===== src/hdl/mci_pkg.sv =====
// Shared constants, types and register map of the motion command bit interpreter.
// Assumes a single APB clock domain; the motion generator sits on the same clock.
package mci_pkg;

  // ==========================================================================
  // Register map
  localparam int unsigned ADDR_W = 8;
  localparam logic [7:0] OFS_CMD_CTRL = 8'h00;
  localparam logic [7:0] OFS_CMD_DATA = 8'h04;
  localparam logic [7:0] OFS_RESP_STAT = 8'h08;
  localparam logic [7:0] OFS_RESP_DATA = 8'h0c;
  localparam logic [7:0] OFS_CFG = 8'h10;
  localparam logic [7:0] OFS_JOG0 = 8'h14;
  localparam logic [7:0] OFS_JOG1 = 8'h18;
  localparam logic [7:0] OFS_JOG2 = 8'h1c;
  localparam logic [7:0] OFS_JOG3 = 8'h20;
  localparam logic [7:0] OFS_MSTATE = 8'h24;

  // ==========================================================================
  // Field positions inside the command and response words
  localparam int unsigned LAUNCH_BIT = 0;
  localparam int unsigned MODE_BIT = 7;
  localparam int unsigned CODE_LSB = 8;
  localparam int unsigned RTYPE_LSB = 12;
  localparam int unsigned BYTE1_LSB = 8;
  localparam int unsigned BYTE2_LSB = 16;
  localparam int unsigned BYTE3_LSB = 24;
  localparam int unsigned REL_BIT = 24;
  localparam int unsigned REV_BIT = 25;
  localparam int unsigned CFG_SPEED_BIT = 0;
  localparam int unsigned CFG_HOME_LSB = 4;
  localparam int unsigned REQ_W = 9;

  // ==========================================================================
  // Values
  localparam logic [31:0] JOG_DIST_RST = 32'h0000_0100;
  localparam logic [31:0] OVR_MAX = 32'h0000_00c8;
  localparam logic [3:0] CODE_NOP = 4'h0;
  localparam logic [3:0] RT_CMD_POS = 4'h0;
  localparam logic [3:0] RT_CUR_POS = 4'h1;
  localparam logic [3:0] RT_POS_ERR = 4'h2;
  localparam logic [3:0] RT_CMD_SPD = 4'h3;
  localparam logic [3:0] RT_CUR_SPD = 4'h4;
  localparam logic [3:0] RT_TORQUE = 4'h5;
  localparam logic [3:0] RT_STATION = 4'ha;
  localparam logic [3:0] RT_TABLE = 4'hb;

  // ==========================================================================
  // Types
  typedef enum logic [3:0] {
    ST_IDLE = 4'b0001,
    ST_MOVE = 4'b0010,
    ST_HOLD = 4'b0100,
    ST_STOP = 4'b1000
  } mci_state_e;

  typedef enum logic [2:0] {
    MK_NONE = 3'h0,
    MK_POS = 3'h1,
    MK_FEED = 3'h2,
    MK_JOG = 3'h3,
    MK_STATION = 3'h4,
    MK_TABLE = 3'h5,
    MK_HOME = 3'h6
  } mci_kind_e;

  // Byte 2 of a move command, bit 7 first.
  typedef struct packed {
    logic home;
    logic table_move;
    logic station;
    logic jog;
    logic feed;
    logic zero;
    logic pause;
    logic abort;
  } mci_req_s;

  typedef struct packed {
    logic start;
    logic stop;
    logic hold;
    mci_kind_e kind;
    logic reverse;
    logic relative;
    logic speed_abs;
    logic [31:0] data;
  } mci_mg_cmd_s;

  typedef struct packed {
    logic active;
    logic settled;
    logic near;
    logic home_zone;
  } mci_mg_stat_s;

  typedef struct packed {
    logic [31:0] cmd_pos;
    logic [31:0] cur_pos;
    logic [31:0] pos_err;
    logic [31:0] cmd_spd;
    logic [31:0] cur_spd;
    logic [31:0] torque;
    logic [31:0] station;
    logic [31:0] table_no;
  } mci_pos_s;

endpackage : mci_pkg


===== src/hdl/mci_edge.sv =====
// Edge detector for the request bits of one command message.
// Assumes level is stable whenever sample pulses.
`timescale 1ns/1ps
`default_nettype none
module mci_edge #(
  parameter int unsigned W = 9
) (
  input wire logic pclk,
  input wire logic presetn,
  input wire logic sample,
  input wire logic [W-1:0] level,
  output logic valid,
  output logic [W-1:0] rise,
  output logic [W-1:0] fall
);
  typedef struct packed {
    logic valid;
    logic [W-1:0] prev;
    logic [W-1:0] rise;
    logic [W-1:0] fall;
  } mci_edge_s;

  mci_edge_s q, n;

  // Edges are taken against the previous message only, so each edge acts once.
  always_comb begin
    n = q;
    n.valid = sample;
    n.rise = '0;
    n.fall = '0;
    if (sample) begin
      n.rise = level & ~q.prev; // [RL20]
      n.fall = ~level & q.prev;
      n.prev = level;
    end
  end

  always_ff @(posedge pclk or negedge presetn) begin
    if (!presetn) begin
      q <= '0;
    end else begin
      q <= n;
    end
  end

  assign valid = q.valid;
  assign rise = q.rise;
  assign fall = q.fall;
endmodule : mci_edge
`default_nettype wire


===== src/hdl/mci_resp_mux.sv =====
// Selects the response data word from the motion generator's figures.
// Purely combinational; the caller registers the result.
`timescale 1ns/1ps
`default_nettype none
module mci_resp_mux
  import mci_pkg::*;
(
  input wire logic [3:0] rtype,
  input wire mci_pos_s pos,
  output logic [31:0] data
);
  always_comb begin
    unique case (rtype)
      RT_CMD_POS: data = pos.cmd_pos; // [RL19]
      RT_CUR_POS: data = pos.cur_pos;
      RT_POS_ERR: data = pos.pos_err;
      RT_CMD_SPD: data = pos.cmd_spd;
      RT_CUR_SPD: data = pos.cur_spd;
      RT_TORQUE: data = pos.torque;
      RT_STATION: data = pos.station;
      RT_TABLE: data = pos.table_no;
      default: data = '0;
    endcase
  end
endmodule : mci_resp_mux
`default_nettype wire


===== src/hdl/mci_top.sv =====
// Motion command bit interpreter: APB register slave, request decoder and response builder.
// Assumes the motion generator runs on pclk and raises mg_stat.active within a few cycles
// of a start pulse; limit inputs come from pins and are synchronised here.
//
// Contract
// [RL1] Pause bit set in a move holds the axis; clearing it resumes the move.
// [RL2] A held move reports progress 1 and the settled flag from the axis.
// [RL3] Feed bit rising starts constant travel; falling decelerates to rest.
// [RL4] Feed data is override 0..200 percent, or the speed itself when selected.
// [RL5] Jog bit rising moves jog distance; early fall stops and discards remainder.
// [RL6] Jog selector 0..3 picks one of four jog distance settings.
// [RL7] Station bit rising travels to station; falling stops and discards remainder.
// [RL8] Table bit rising runs point-table entry; falling stops and discards remainder.
// [RL9] Home bit rising starts origin return; falling ends it; no later resume.
// [RL10] Relative bit: 0 absolute, 1 incremental, for station, table and positioning.
// [RL11] Reverse bit: 0 forward, 1 reverse; ignored for ordinary positioning. Table and home moves here always drive reverse 0.
// [RL12] Response byte 2 holds echoes, a zero, pause echo and progress flag.
// [RL13] Response byte 3 holds limits, settled, near, home zone, zero, echoes.
// [RL14] Progress flag is 1 while moving, 0 on completion or stop request.
// [RL15] Pause echo is 1 on pause request and stays while pause lasts.
// [RL16] Feed echo mirrors the feed request even when travel cannot happen.
// [RL17] Host lays out request bits of bytes 2 and 3 in the fixed order.
// [RL18] Abort bit stops the move, discards remainder, progress goes 0.
// [RL19] Response data word is chosen by the 4-bit response type.
// [RL20] Request edges compare against the previous message, acting once per edge.
// [RL21] Jog, station, table and home echoes mirror their request bits.
`timescale 1ns/1ps
`default_nettype none
module mci_top
  import mci_pkg::*;
(
  input wire logic pclk,
  input wire logic presetn,
  input wire logic psel,
  input wire logic penable,
  input wire logic pwrite,
  input wire logic [ADDR_W-1:0] paddr,
  input wire logic [31:0] pwdata,
  input wire logic [3:0] pstrb,
  output logic [31:0] prdata,
  output logic pready,
  output logic pslverr,
  input wire mci_mg_stat_s mg_stat,
  input wire mci_pos_s mg_pos,
  input wire logic pos_limit_pin,
  input wire logic neg_limit_pin,
  output mci_mg_cmd_s mg_cmd
);

  // ==========================================================================
  // State
  typedef struct packed {
    logic [31:0] cmd_ctrl;
    logic [31:0] cmd_data;
    logic commit;
    logic speed_abs;
    logic [3:0] home_mode;
    logic [3:0][31:0] jog;
    mci_state_e st;
    logic progress;
    logic seen;
    logic home_blk;
    mci_mg_cmd_s mg;
    logic [1:0] plim;
    logic [1:0] nlim;
    logic [31:0] resp_stat;
    logic [31:0] resp_data;
    logic ready;
    logic err;
    logic [31:0] rdata;
  } mci_top_s;

  mci_top_s q, n;
  mci_req_s req;
  mci_req_s rise_r;
  logic ev;
  logic launch_rise;
  logic [REQ_W-1:0] rise_v;
  logic [31:0] mux_data;
  logic rev;
  logic rel;
  logic [3:0] code;

  assign req = mci_req_s'(q.cmd_ctrl[BYTE2_LSB +: 8]);
  assign rev = q.cmd_ctrl[REV_BIT];
  assign rel = q.cmd_ctrl[REL_BIT];
  assign code = q.cmd_ctrl[CODE_LSB +: 4];
  assign rise_r = mci_req_s'(rise_v[7:0]);
  assign launch_rise = rise_v[8];

  mci_edge #(.W(REQ_W)) u_edge (
    .pclk(pclk),
    .presetn(presetn),
    .sample(q.commit),
    .level({q.cmd_ctrl[LAUNCH_BIT], q.cmd_ctrl[BYTE2_LSB +: 8]}),
    .valid(ev),
    .rise(rise_v),
    .fall()
  );

  mci_resp_mux u_mux (
    .rtype(q.cmd_ctrl[RTYPE_LSB +: 4]),
    .pos(mg_pos),
    .data(mux_data)
  );

  function automatic logic [31:0] merge(input logic [31:0] old, input logic [31:0] wd,
                                        input logic [3:0] strb);
    logic [31:0] r;
    r = old;
    for (int i = 0; i < 4; i++) begin
      if (strb[i]) begin
        r[8*i +: 8] = wd[8*i +: 8];
      end
    end
    return r;
  endfunction : merge

  function automatic mci_mg_cmd_s launch(input mci_kind_e k, input logic rv, input logic rl,
                                         input logic sa, input logic [31:0] d);
    mci_mg_cmd_s c;
    c = '0;
    c.start = 1'b1;
    c.kind = k;
    c.reverse = rv;
    c.relative = rl;
    c.speed_abs = sa;
    c.data = d;
    return c;
  endfunction : launch

  // The request bit that keeps the current move alive; ordinary positioning has none.
  function automatic logic own_level(input mci_kind_e k, input mci_req_s r);
    unique case (k)
      MK_FEED: return r.feed;
      MK_JOG: return r.jog;
      MK_STATION: return r.station;
      MK_TABLE: return r.table_move;
      MK_HOME: return r.home;
      default: return 1'b1;
    endcase
  endfunction : own_level

  // ==========================================================================
  // Next state
  always_comb begin
    logic hit;
    logic acc;
    logic [31:0] rd;
    logic [31:0] ovr;
    hit = 1'b1;
    acc = psel & penable & q.ready;
    rd = '0;
    ovr = q.cmd_data;
    n = q;
    n.commit = 1'b0;
    n.mg.start = 1'b0;
    n.mg.stop = 1'b0;
    n.plim = {q.plim[0], pos_limit_pin};
    n.nlim = {q.nlim[0], neg_limit_pin};

    // APB: read data is latched in the setup cycle and answered one cycle later.
    unique case (paddr)
      OFS_CMD_CTRL: rd = q.cmd_ctrl;
      OFS_CMD_DATA: rd = q.cmd_data;
      OFS_RESP_STAT: rd = q.resp_stat;
      OFS_RESP_DATA: rd = q.resp_data;
      OFS_CFG: rd = {24'h0, q.home_mode, 3'h0, q.speed_abs};
      OFS_JOG0: rd = q.jog[0];
      OFS_JOG1: rd = q.jog[1];
      OFS_JOG2: rd = q.jog[2];
      OFS_JOG3: rd = q.jog[3];
      OFS_MSTATE: rd = {20'h0, q.home_blk, q.mg.kind, q.progress, 3'h0, q.st};
      default: hit = 1'b0;
    endcase
    n.ready = psel & ~penable;
    if (psel && !penable) begin
      n.rdata = hit ? rd : 32'h0;
      n.err = ~hit;
    end
    if (acc && pwrite && !q.err) begin
      unique case (paddr)
        OFS_CMD_CTRL: begin
          // A write here closes one command message cycle.
          n.cmd_ctrl = merge(q.cmd_ctrl, pwdata, pstrb);
          n.commit = 1'b1;
        end
        OFS_CMD_DATA: n.cmd_data = merge(q.cmd_data, pwdata, pstrb);
        OFS_CFG: begin
          if (pstrb[0]) begin
            n.speed_abs = pwdata[CFG_SPEED_BIT];
            n.home_mode = pwdata[CFG_HOME_LSB +: 4];
          end
        end
        OFS_JOG0: n.jog[0] = merge(q.jog[0], pwdata, pstrb);
        OFS_JOG1: n.jog[1] = merge(q.jog[1], pwdata, pstrb);
        OFS_JOG2: n.jog[2] = merge(q.jog[2], pwdata, pstrb);
        OFS_JOG3: n.jog[3] = merge(q.jog[3], pwdata, pstrb);
        default: n.err = q.err;
      endcase
    end

    if (q.cmd_data > OVR_MAX) begin
      ovr = OVR_MAX; // [RL4]
    end

    // ========================================================================
    // Motion sequencing
    unique case (q.st)
      ST_IDLE: begin
        if (ev && !req.abort) begin
          n.st = ST_MOVE;
          n.progress = 1'b1; // [RL14]
          n.seen = 1'b0;
          n.home_blk = 1'b0;
          if (rise_r.home) begin
            // A return cut short by its home bit falling is not picked up again by a later edge before another move starts.
            n.home_blk = q.home_blk;
            n.mg = launch(MK_HOME, 1'b0, 1'b0, 1'b0, {28'h0, q.home_mode}); // [RL9]
            if (q.home_blk) begin
              n.mg = q.mg;
              n.mg.start = 1'b0;
              n.st = ST_IDLE;
              n.progress = 1'b0;
            end
          end else if (rise_r.table_move) begin
            n.mg = launch(MK_TABLE, 1'b0, rel, 1'b0, q.cmd_data); // [RL8] [RL10]
          end else if (rise_r.station) begin
            n.mg = launch(MK_STATION, rev, rel, 1'b0, q.cmd_data); // [RL7] [RL11]
          end else if (rise_r.jog) begin
            n.mg = launch(MK_JOG, rev, 1'b0, 1'b0, q.jog[q.cmd_data[1:0]]); // [RL5] [RL6]
          end else if (rise_r.feed) begin
            n.mg = launch(MK_FEED, rev, 1'b0, q.speed_abs,
                          q.speed_abs ? q.cmd_data : ovr); // [RL3] [RL4]
          end else if (launch_rise && code != CODE_NOP) begin
            n.mg = launch(MK_POS, 1'b0, rel, 1'b0, q.cmd_data); // [RL10] [RL11]
          end else begin
            n.st = ST_IDLE;
            n.progress = 1'b0;
            n.home_blk = q.home_blk;
          end
        end
      end
      ST_MOVE, ST_HOLD: begin
        if (mg_stat.active) begin
          n.seen = 1'b1;
        end
        if (req.abort || !own_level(q.mg.kind, req)) begin
          // Stop request: decelerate and discard what is left.
          n.st = ST_STOP;
          n.mg.stop = 1'b1; // [RL18] [RL3] [RL5] [RL7] [RL8] [RL9]
          n.mg.hold = 1'b0;
          n.progress = 1'b0; // [RL14]
          n.home_blk = (q.mg.kind == MK_HOME) && !req.abort;
        end else if (req.pause) begin
          n.st = ST_HOLD;
          n.mg.hold = 1'b1; // [RL1] [RL2]
        end else if (q.st == ST_HOLD) begin
          n.st = ST_MOVE;
          n.mg.hold = 1'b0; // [RL1]
        end else if (q.seen && !mg_stat.active) begin
          n.st = ST_IDLE;
          n.progress = 1'b0; // [RL14]
        end
      end
      ST_STOP: begin
        if (!mg_stat.active) begin
          n.st = ST_IDLE;
        end
      end
    endcase

    // ========================================================================
    // Response words, refreshed every cycle from the held command.
    n.resp_stat = '0;
    n.resp_stat[MODE_BIT] = 1'b0; // [RL13]
    n.resp_stat[BYTE1_LSB +: 8] = q.cmd_ctrl[BYTE1_LSB +: 8];
    n.resp_stat[BYTE2_LSB +: 8] = {req.home, req.table_move, req.station, req.jog, req.feed,
                                   1'b0, req.pause, q.progress}; // [RL12] [RL15] [RL16] [RL21]
    n.resp_stat[BYTE3_LSB +: 8] = {q.plim[1], q.nlim[1], mg_stat.settled, mg_stat.near,
                                   mg_stat.home_zone, 1'b0, rev, rel}; // [RL13]
    n.resp_data = mux_data; // [RL19]
  end

  always_ff @(posedge pclk or negedge presetn) begin
    if (!presetn) begin
      q <= '0;
      q.st <= ST_IDLE;
      q.jog <= {4{JOG_DIST_RST}};
    end else begin
      q <= n;
    end
  end

  assign prdata = q.rdata;
  assign pready = q.ready;
  assign pslverr = q.err;
  assign mg_cmd = q.mg;
endmodule : mci_top
`default_nettype wire


===== config.mk =====
export PLATFORM = sky130hd
export DESIGN_NAME = mci_top
export DESIGN_NICKNAME = d
export VERILOG_FILES = /design/src/hdl/mci_pkg.sv /design/src/hdl/mci_edge.sv /design/src/hdl/mci_resp_mux.sv /design/src/hdl/mci_top.sv
export SDC_FILE = /design/constraint.sdc
export NUM_CORES = 1
export LEC_CHECK = 0
export BUFFER_PORTS_ARGS = -buffer_cell sky130_fd_sc_hd__buf_2
export CORE_UTILIZATION = 25
export CTS_BUF_LIST = sky130_fd_sc_hd__clkbuf_4 sky130_fd_sc_hd__clkbuf_8 sky130_fd_sc_hd__clkbuf_16
export DETAILED_ROUTE_END_ITERATION = 10
export PLACE_DENSITY_LB_ADDON = 0.12
export SLEW_MARGIN = 20
export SYNTH_ARGS = -nofsm -noshare
export SYNTH_HDL_FRONTEND = slang
export SYNTH_HIERARCHICAL = 1
export SYNTH_SLANG_ARGS = --single-unit

===== constraint.sdc =====
create_clock -name pclk -period 2 [get_ports pclk]
set_input_delay 0.2 -clock pclk [delete_from_list [all_inputs] [get_ports pclk]]
set_output_delay 0.2 -clock pclk [all_outputs]
set_load 0.005 [all_outputs]

==> results of run 1 <==
## registers in the layout (all words and copies together), names as in the netlist
name / cells
code: 4
mg_cmd: 41
n: 17
prdata: 32
pready: 1
pslverr: 1
q: 242
u_edge/q: 6
u_edge/rise: 6
u_edge/valid: 1
## worst min-delay path, cell delays in order
cell and delay, ns:
buf_2 0.07, mux2i_1 0.09, o221ai_2 0.18
## stage by stage
stage	hold WS [ns]	area, um2	util
after global placement	0.198	24300	0.319
after global routing	0.00556	26900	0.354
final	0.00416	26900	0.354
after CTS	0.000425	26800	0.352
after detailed placement	0.189	24300	0.319
after floorplan	-0.0956	19300	-
## area by class of cell
cell class | instances | area [um2]
Antenna cell | 2 | 5.00
Timing Repair Buffer | 778 | 5740
Tap cell | 1030 | 1290
Clock buffer | 67 | 1340
Inverter | 10 | 45.0
Clock inverter | 11 | 151
Sequential cell | 351 | 8800
Fill cell | 7761 | 49100
Multi-Input combinational cell | 1029 | 9580
## worst paths after layout
kind / to / slack (ns) / depth (start not counted)
setup / recovery: mg_cmd[7] / -0.21 / 7
hold / removal: q[63] / 0.004 / 3
setup reg to reg: mg_cmd[7] / -0.21 / 7
hold reg to reg: q[97] / 0.36 / 0
max in group asynchronous: q[241] / 1.08 / 4
min in group asynchronous: mg_cmd[40] / 0.19 / 3
## layer usage
layer,global-route usage,wire length [um],vias to the layer above
met2,0.384,43300,495
met1,0.284,37700,8168
met5,0,0,-
met4,0.0556,1940,0
met3,0.0314,3870,73
li1,-,-,7232
## what timing repair did
action	in CTS	in global routing
setup buffers	6	3
resized for setup	39	21
hold endpoints to repair	422	0
hold buffers	77	0
pin swaps	6	1
endpoints found under the setup margin	45	77
cloned	2	2
## power by group
part	switching (mW)	internal (mW)	leakage (nW)
Combinational	0.669	0.561	6.80
Clock	3.26	5.01	0.750
Sequential	0.0480	7.15	4.78
==> impl_metrics.csv, run 1 <==
group,metric,value,unit
routing,via_per_inst,4.87,
die,initial_utilization,0.253,
setup_path,cp_cell_sequence,"o41a_1, o41ai_4, or2_4, buf_12, clkbuf_16, a22o_1, a211o_1",
layout,mostFrequentLayoutCell,"buf_2",
setup_path,critPathTopFamily,"compound AO/OA/AOI/OAI gates",
routing,drtAntennaViolNets,0,
yosys,synth_nets,1874,
layout,final_nets,2524,
timing,relSlewSlack,0.473,
routing,dr.pass1.iters,5,
min_path,hold_class,"input port to flop",
die,die-area,78200,um2
placement,gp_congestion,0.906,
yosys,syn_inst,1563,
setup_path,max_stage_delay,0.56,ns
timing,skew,0.0242,ns
setup_path,cp.arrival,2.72,ns
clock_network,cts_made_buffers,43,
die,die_w,280,um
global_routing,grt_pass1_wl,124000,um
timing,tightest_slew,0.790,ns
clock_network,cts_tree,"built",
yosys,syn-cell-area,19300,um2
global_routing,antenna_found_initial,6,
die,rows,101,
timing,setup_slack,-0.207,ns
timing,fin_crit_sh,1.10,
global_routing,grt_max_degree,63,
placement,portBuffers,385,
clock_network,clock_latency,0.58,ns
setup_path,worst-path-buf-inv,2,
placement,hpwlAfterDp,67500,um
setup_path,timing.rr.start,"code[0]",
die,dieHeight,280,um
global_routing,gr-total-overflow,0,
global_routing,grt_pass1_vias,17100,
timing,finalMaxSlewViolations,0,
yosys,ys_warn_count,6,
die,coreArea,76100,um2
global_routing,grtUsageTotal,0.220,
power_and_ir_drop,p_leak,12.3,nW
placement,dpl_worst_slack,-0.672,ns
run_status,status,"finished with violations",
placement,dp_cells,3110,
setup_path,criticalPathCategory,"flop to flop",
clock_network,htreeDepth,2,
setup_path,cp.required,2.51,ns
setup_path,slowest_stage,"o41a_1",
layout,drive_gt1_frac,0.520,
setup_path,critPathLaunch,"code[0]",
setup_path,setup.worst_path.start_class,"flop",
layout,syn2layout_area_growth,39.8,%
die,boundaryPins,386,
run,maxCapViolations,0,
power_and_ir_drop,powerDensity,620,nW/um2
power_and_ir_drop,vdd_drop_max,0.000628,V
routing,drt_iter0_drc,1106,
setup_path,path_max_fanout,9,
timing,finalSetupTns,-5.80,ns
clock_network,cts_buffer_depth,3,
timing,finalHoldViolations,0,
timing,rsz0062_at_grt,"true",
routing,routed_wl,86900,um
setup_path,cp-end-kind,"flop",
clock_network,cts.clk_slew.worst_paths,0.06,ns
routing,drc,0,
timing,finalSetupViolations,41,
yosys,syn_avg_cell_area,12.3,um2
run_status,violations,"setup timing",
layout,final_cell_mix,"buf_2, dfrtp_1, buf_4, mux2_2, mux2i_1",
routing,num_vias,16000,
power_and_ir_drop,power,16.7,mW
layout,stdcell_count,3278,
timing,fmax,0.453,GHz
min_path,hp-start,"mg_pos[93]",
routing,wire_per_inst,26.5,um
timing,period_minus_slack,2.21,ns
clock_network,cts.sinks,351,
clock_network,cts-root-buf,"clkbuf_16",
No activity file was read; power rests on OpenSTA's default activity.
==> run 2, diff against run 1 <==
PLACE_DENSITY_LB_ADDON = 0.2   (was 0.12)
==> run 2 against run 1 <==
Compared with the run above: the run still ends with setup timing left; core utilization shrank 0.28 points; via count grew 2.2%; global-route usage shrank 0.17 points; die area is the same; design area shrank 0.79%; clock skew shrank 0.011 ns; flip-flop and latch count is the same; critical path type unchanged; largest cell class unchanged.
==> impl_metrics.csv, run 2 (synthesis results as in run 1) <==
group,metric,value,unit
setup_path,criticalPathCategory,"flop to flop",
setup_path,critPathLaunch,"q[284]",
setup_path,cp.arrival,2.58,ns
clock_network,cts_made_buffers,41,
routing,drc,0,
setup_path,cp.required,2.46,ns
setup_path,cp-end-kind,"flop",
timing,fmax,0.472,GHz
routing,dr.pass1.iters,10,
global_routing,antenna_found_initial,10,
timing,finalHoldViolations,0,
power_and_ir_drop,powerDensity,608,nW/um2
timing,setup_slack,-0.116,ns
clock_network,cts_tree,"built",
placement,portBuffers,385,
setup_path,rr_worst_depth,7,
clock_network,cts.clk_slew.worst_paths,0.06,ns
power_and_ir_drop,vdd_drop_max,0.000540,V
run,maxCapViolations,0,
clock_network,cts_buffer_depth,3,
die,rows,101,
placement,hpwlAfterDp,66400,um
timing,finalMaxSlewViolations,0,
timing,fin_crit_sh,1.06,
min_path,hp-start,"mg_pos[240]",
clock_network,cts-root-buf,"clkbuf_16",
layout,top_register,"q",
timing,rsz0062_at_grt,"true",
min_path,hold_class,"input port to flop",
layout,syn2layout_area_growth,38.7,%
die,initial_utilization,0.253,
setup_path,path_max_fanout,8,
run_status,status,"finished with violations",
layout,final_cell_mix,"buf_2, dfrtp_1, buf_4, mux2_2, mux2i_1",
setup_path,rr_endpoint,"mg_cmd[26]",
routing,routed_wl,86200,um
timing,finalSetupViolations,30,
run_status,violations,"setup timing",
min_path,whs_endpoint,"q[50]",
min_path,min_path_cells,3,
setup_path,setup.worst_path.start_class,"flop",
setup_path,timing.rr.start,"q[284]",
global_routing,gr-total-overflow,0,
layout,final_nets,2494,
layout,drive_gt1_frac,0.533,
clock_network,cts.sinks,351,
layout,largest_reg_flops,242,
routing,drt_iter0_drc,1069,
die,boundaryPins,386,
die,die_w,280,um
die,dieHeight,280,um
global_routing,grtUsageTotal,0.219,
die,die-area,78200,um2
placement,gp_congestion,0.901,
routing,wire_per_inst,26.5,um
layout,mostFrequentLayoutCell,"buf_2",
power_and_ir_drop,power,16.2,mW
clock_network,htreeDepth,2,
die,coreArea,76100,um2
timing,hold_slack,0.00716,ns
timing,relSlewSlack,0.554,
timing,period_minus_slack,2.12,ns
global_routing,grt_pass1_vias,17200,
routing,drtAntennaViolNets,0,
routing,num_vias,16300,
timing,skew,0.0129,ns
power_and_ir_drop,p_leak,12.2,nW
setup_path,rrSetupSlack,-0.12,ns
routing,via_per_inst,5.02,
global_routing,grt_max_degree,65,
timing,tightest_slew,0.668,ns
global_routing,grt_pass1_wl,123000,um
clock_network,clock_latency,0.57,ns
run 2: how the worst max path moves through the flow:
stage                      end  slack (ns)  cells after the start
floorplan            mg_cmd[6]       -0.16                      7
global placement        q[197]       -0.38                      6
detailed placement      q[197]       -0.39                      6
CTS                 mg_cmd[27]       -0.20                      8
global route        mg_cmd[24]       -0.16                      8
finish              mg_cmd[26]       -0.12                      7
run 2: metal layers:
| layer | wire length [um] | vias to the layer above | GRT usage |
|---|---|---|---|
| met5 | 0 | - | 0 |
| met4 | 3350 | 0 | 0.0804 |
| met3 | 5290 | 127 | 0.0351 |
| met2 | 41700 | 680 | 0.371 |
| met1 | 35900 | 8352 | 0.278 |
| li1 | - | 7168 | - |
run 2: per-stage QoR:
step	utilization	cells	TNS [ns]	area (um2)	setup slack (ns)
detailed placement	0.318	3099	-47.61	24200	-0.390
global placement	0.318	3099	-42.00	24200	-0.375
finish	0.351	3255	-2.41	26700	-0.116
floorplan	-	1563	-2.26	19300	-0.160
global route	0.351	3252	-4.00	26700	-0.163
CTS	0.348	3240	-5.87	26400	-0.203
run 2: report_power, final:
group | switching, mW | internal [mW] | leakage (nW)
clock network | 3.12 | 4.75 | 0.720
logic | 0.672 | 0.525 | 6.71
registers | 0.0342 | 7.15 | 4.78
run 2: repair_timing:
action                                 4_1_cts  5_1_grt
setup buffers                               11        7
pin swaps                                    9       22
hold buffers                                51        0
endpoints found under the hold margin      264        0
resized for setup                           31       52
gates cloned                                 4        0
setup endpoints to repair                   41       44
run 2: cell type report:
class,instances,area [um2]
fill,7717,49300
multi-input combinational,1029,9670
sequential,351,8800
timing repair buffer,750,5510
clock buffer,67,1310
tap,1030,1290
clock inverter,9,98.8
inverter,10,40.0
antenna,9,22.5
run 2: critical path, stage by stage, from the launching register on:
cell,delay [ns]
dfrtp_2,0.40
buf_12,0.16
buf_12,0.16
mux4_2,0.53
nand2b_4,0.16
and2_4,0.13
a221o_1,0.25
a31o_2,0.21
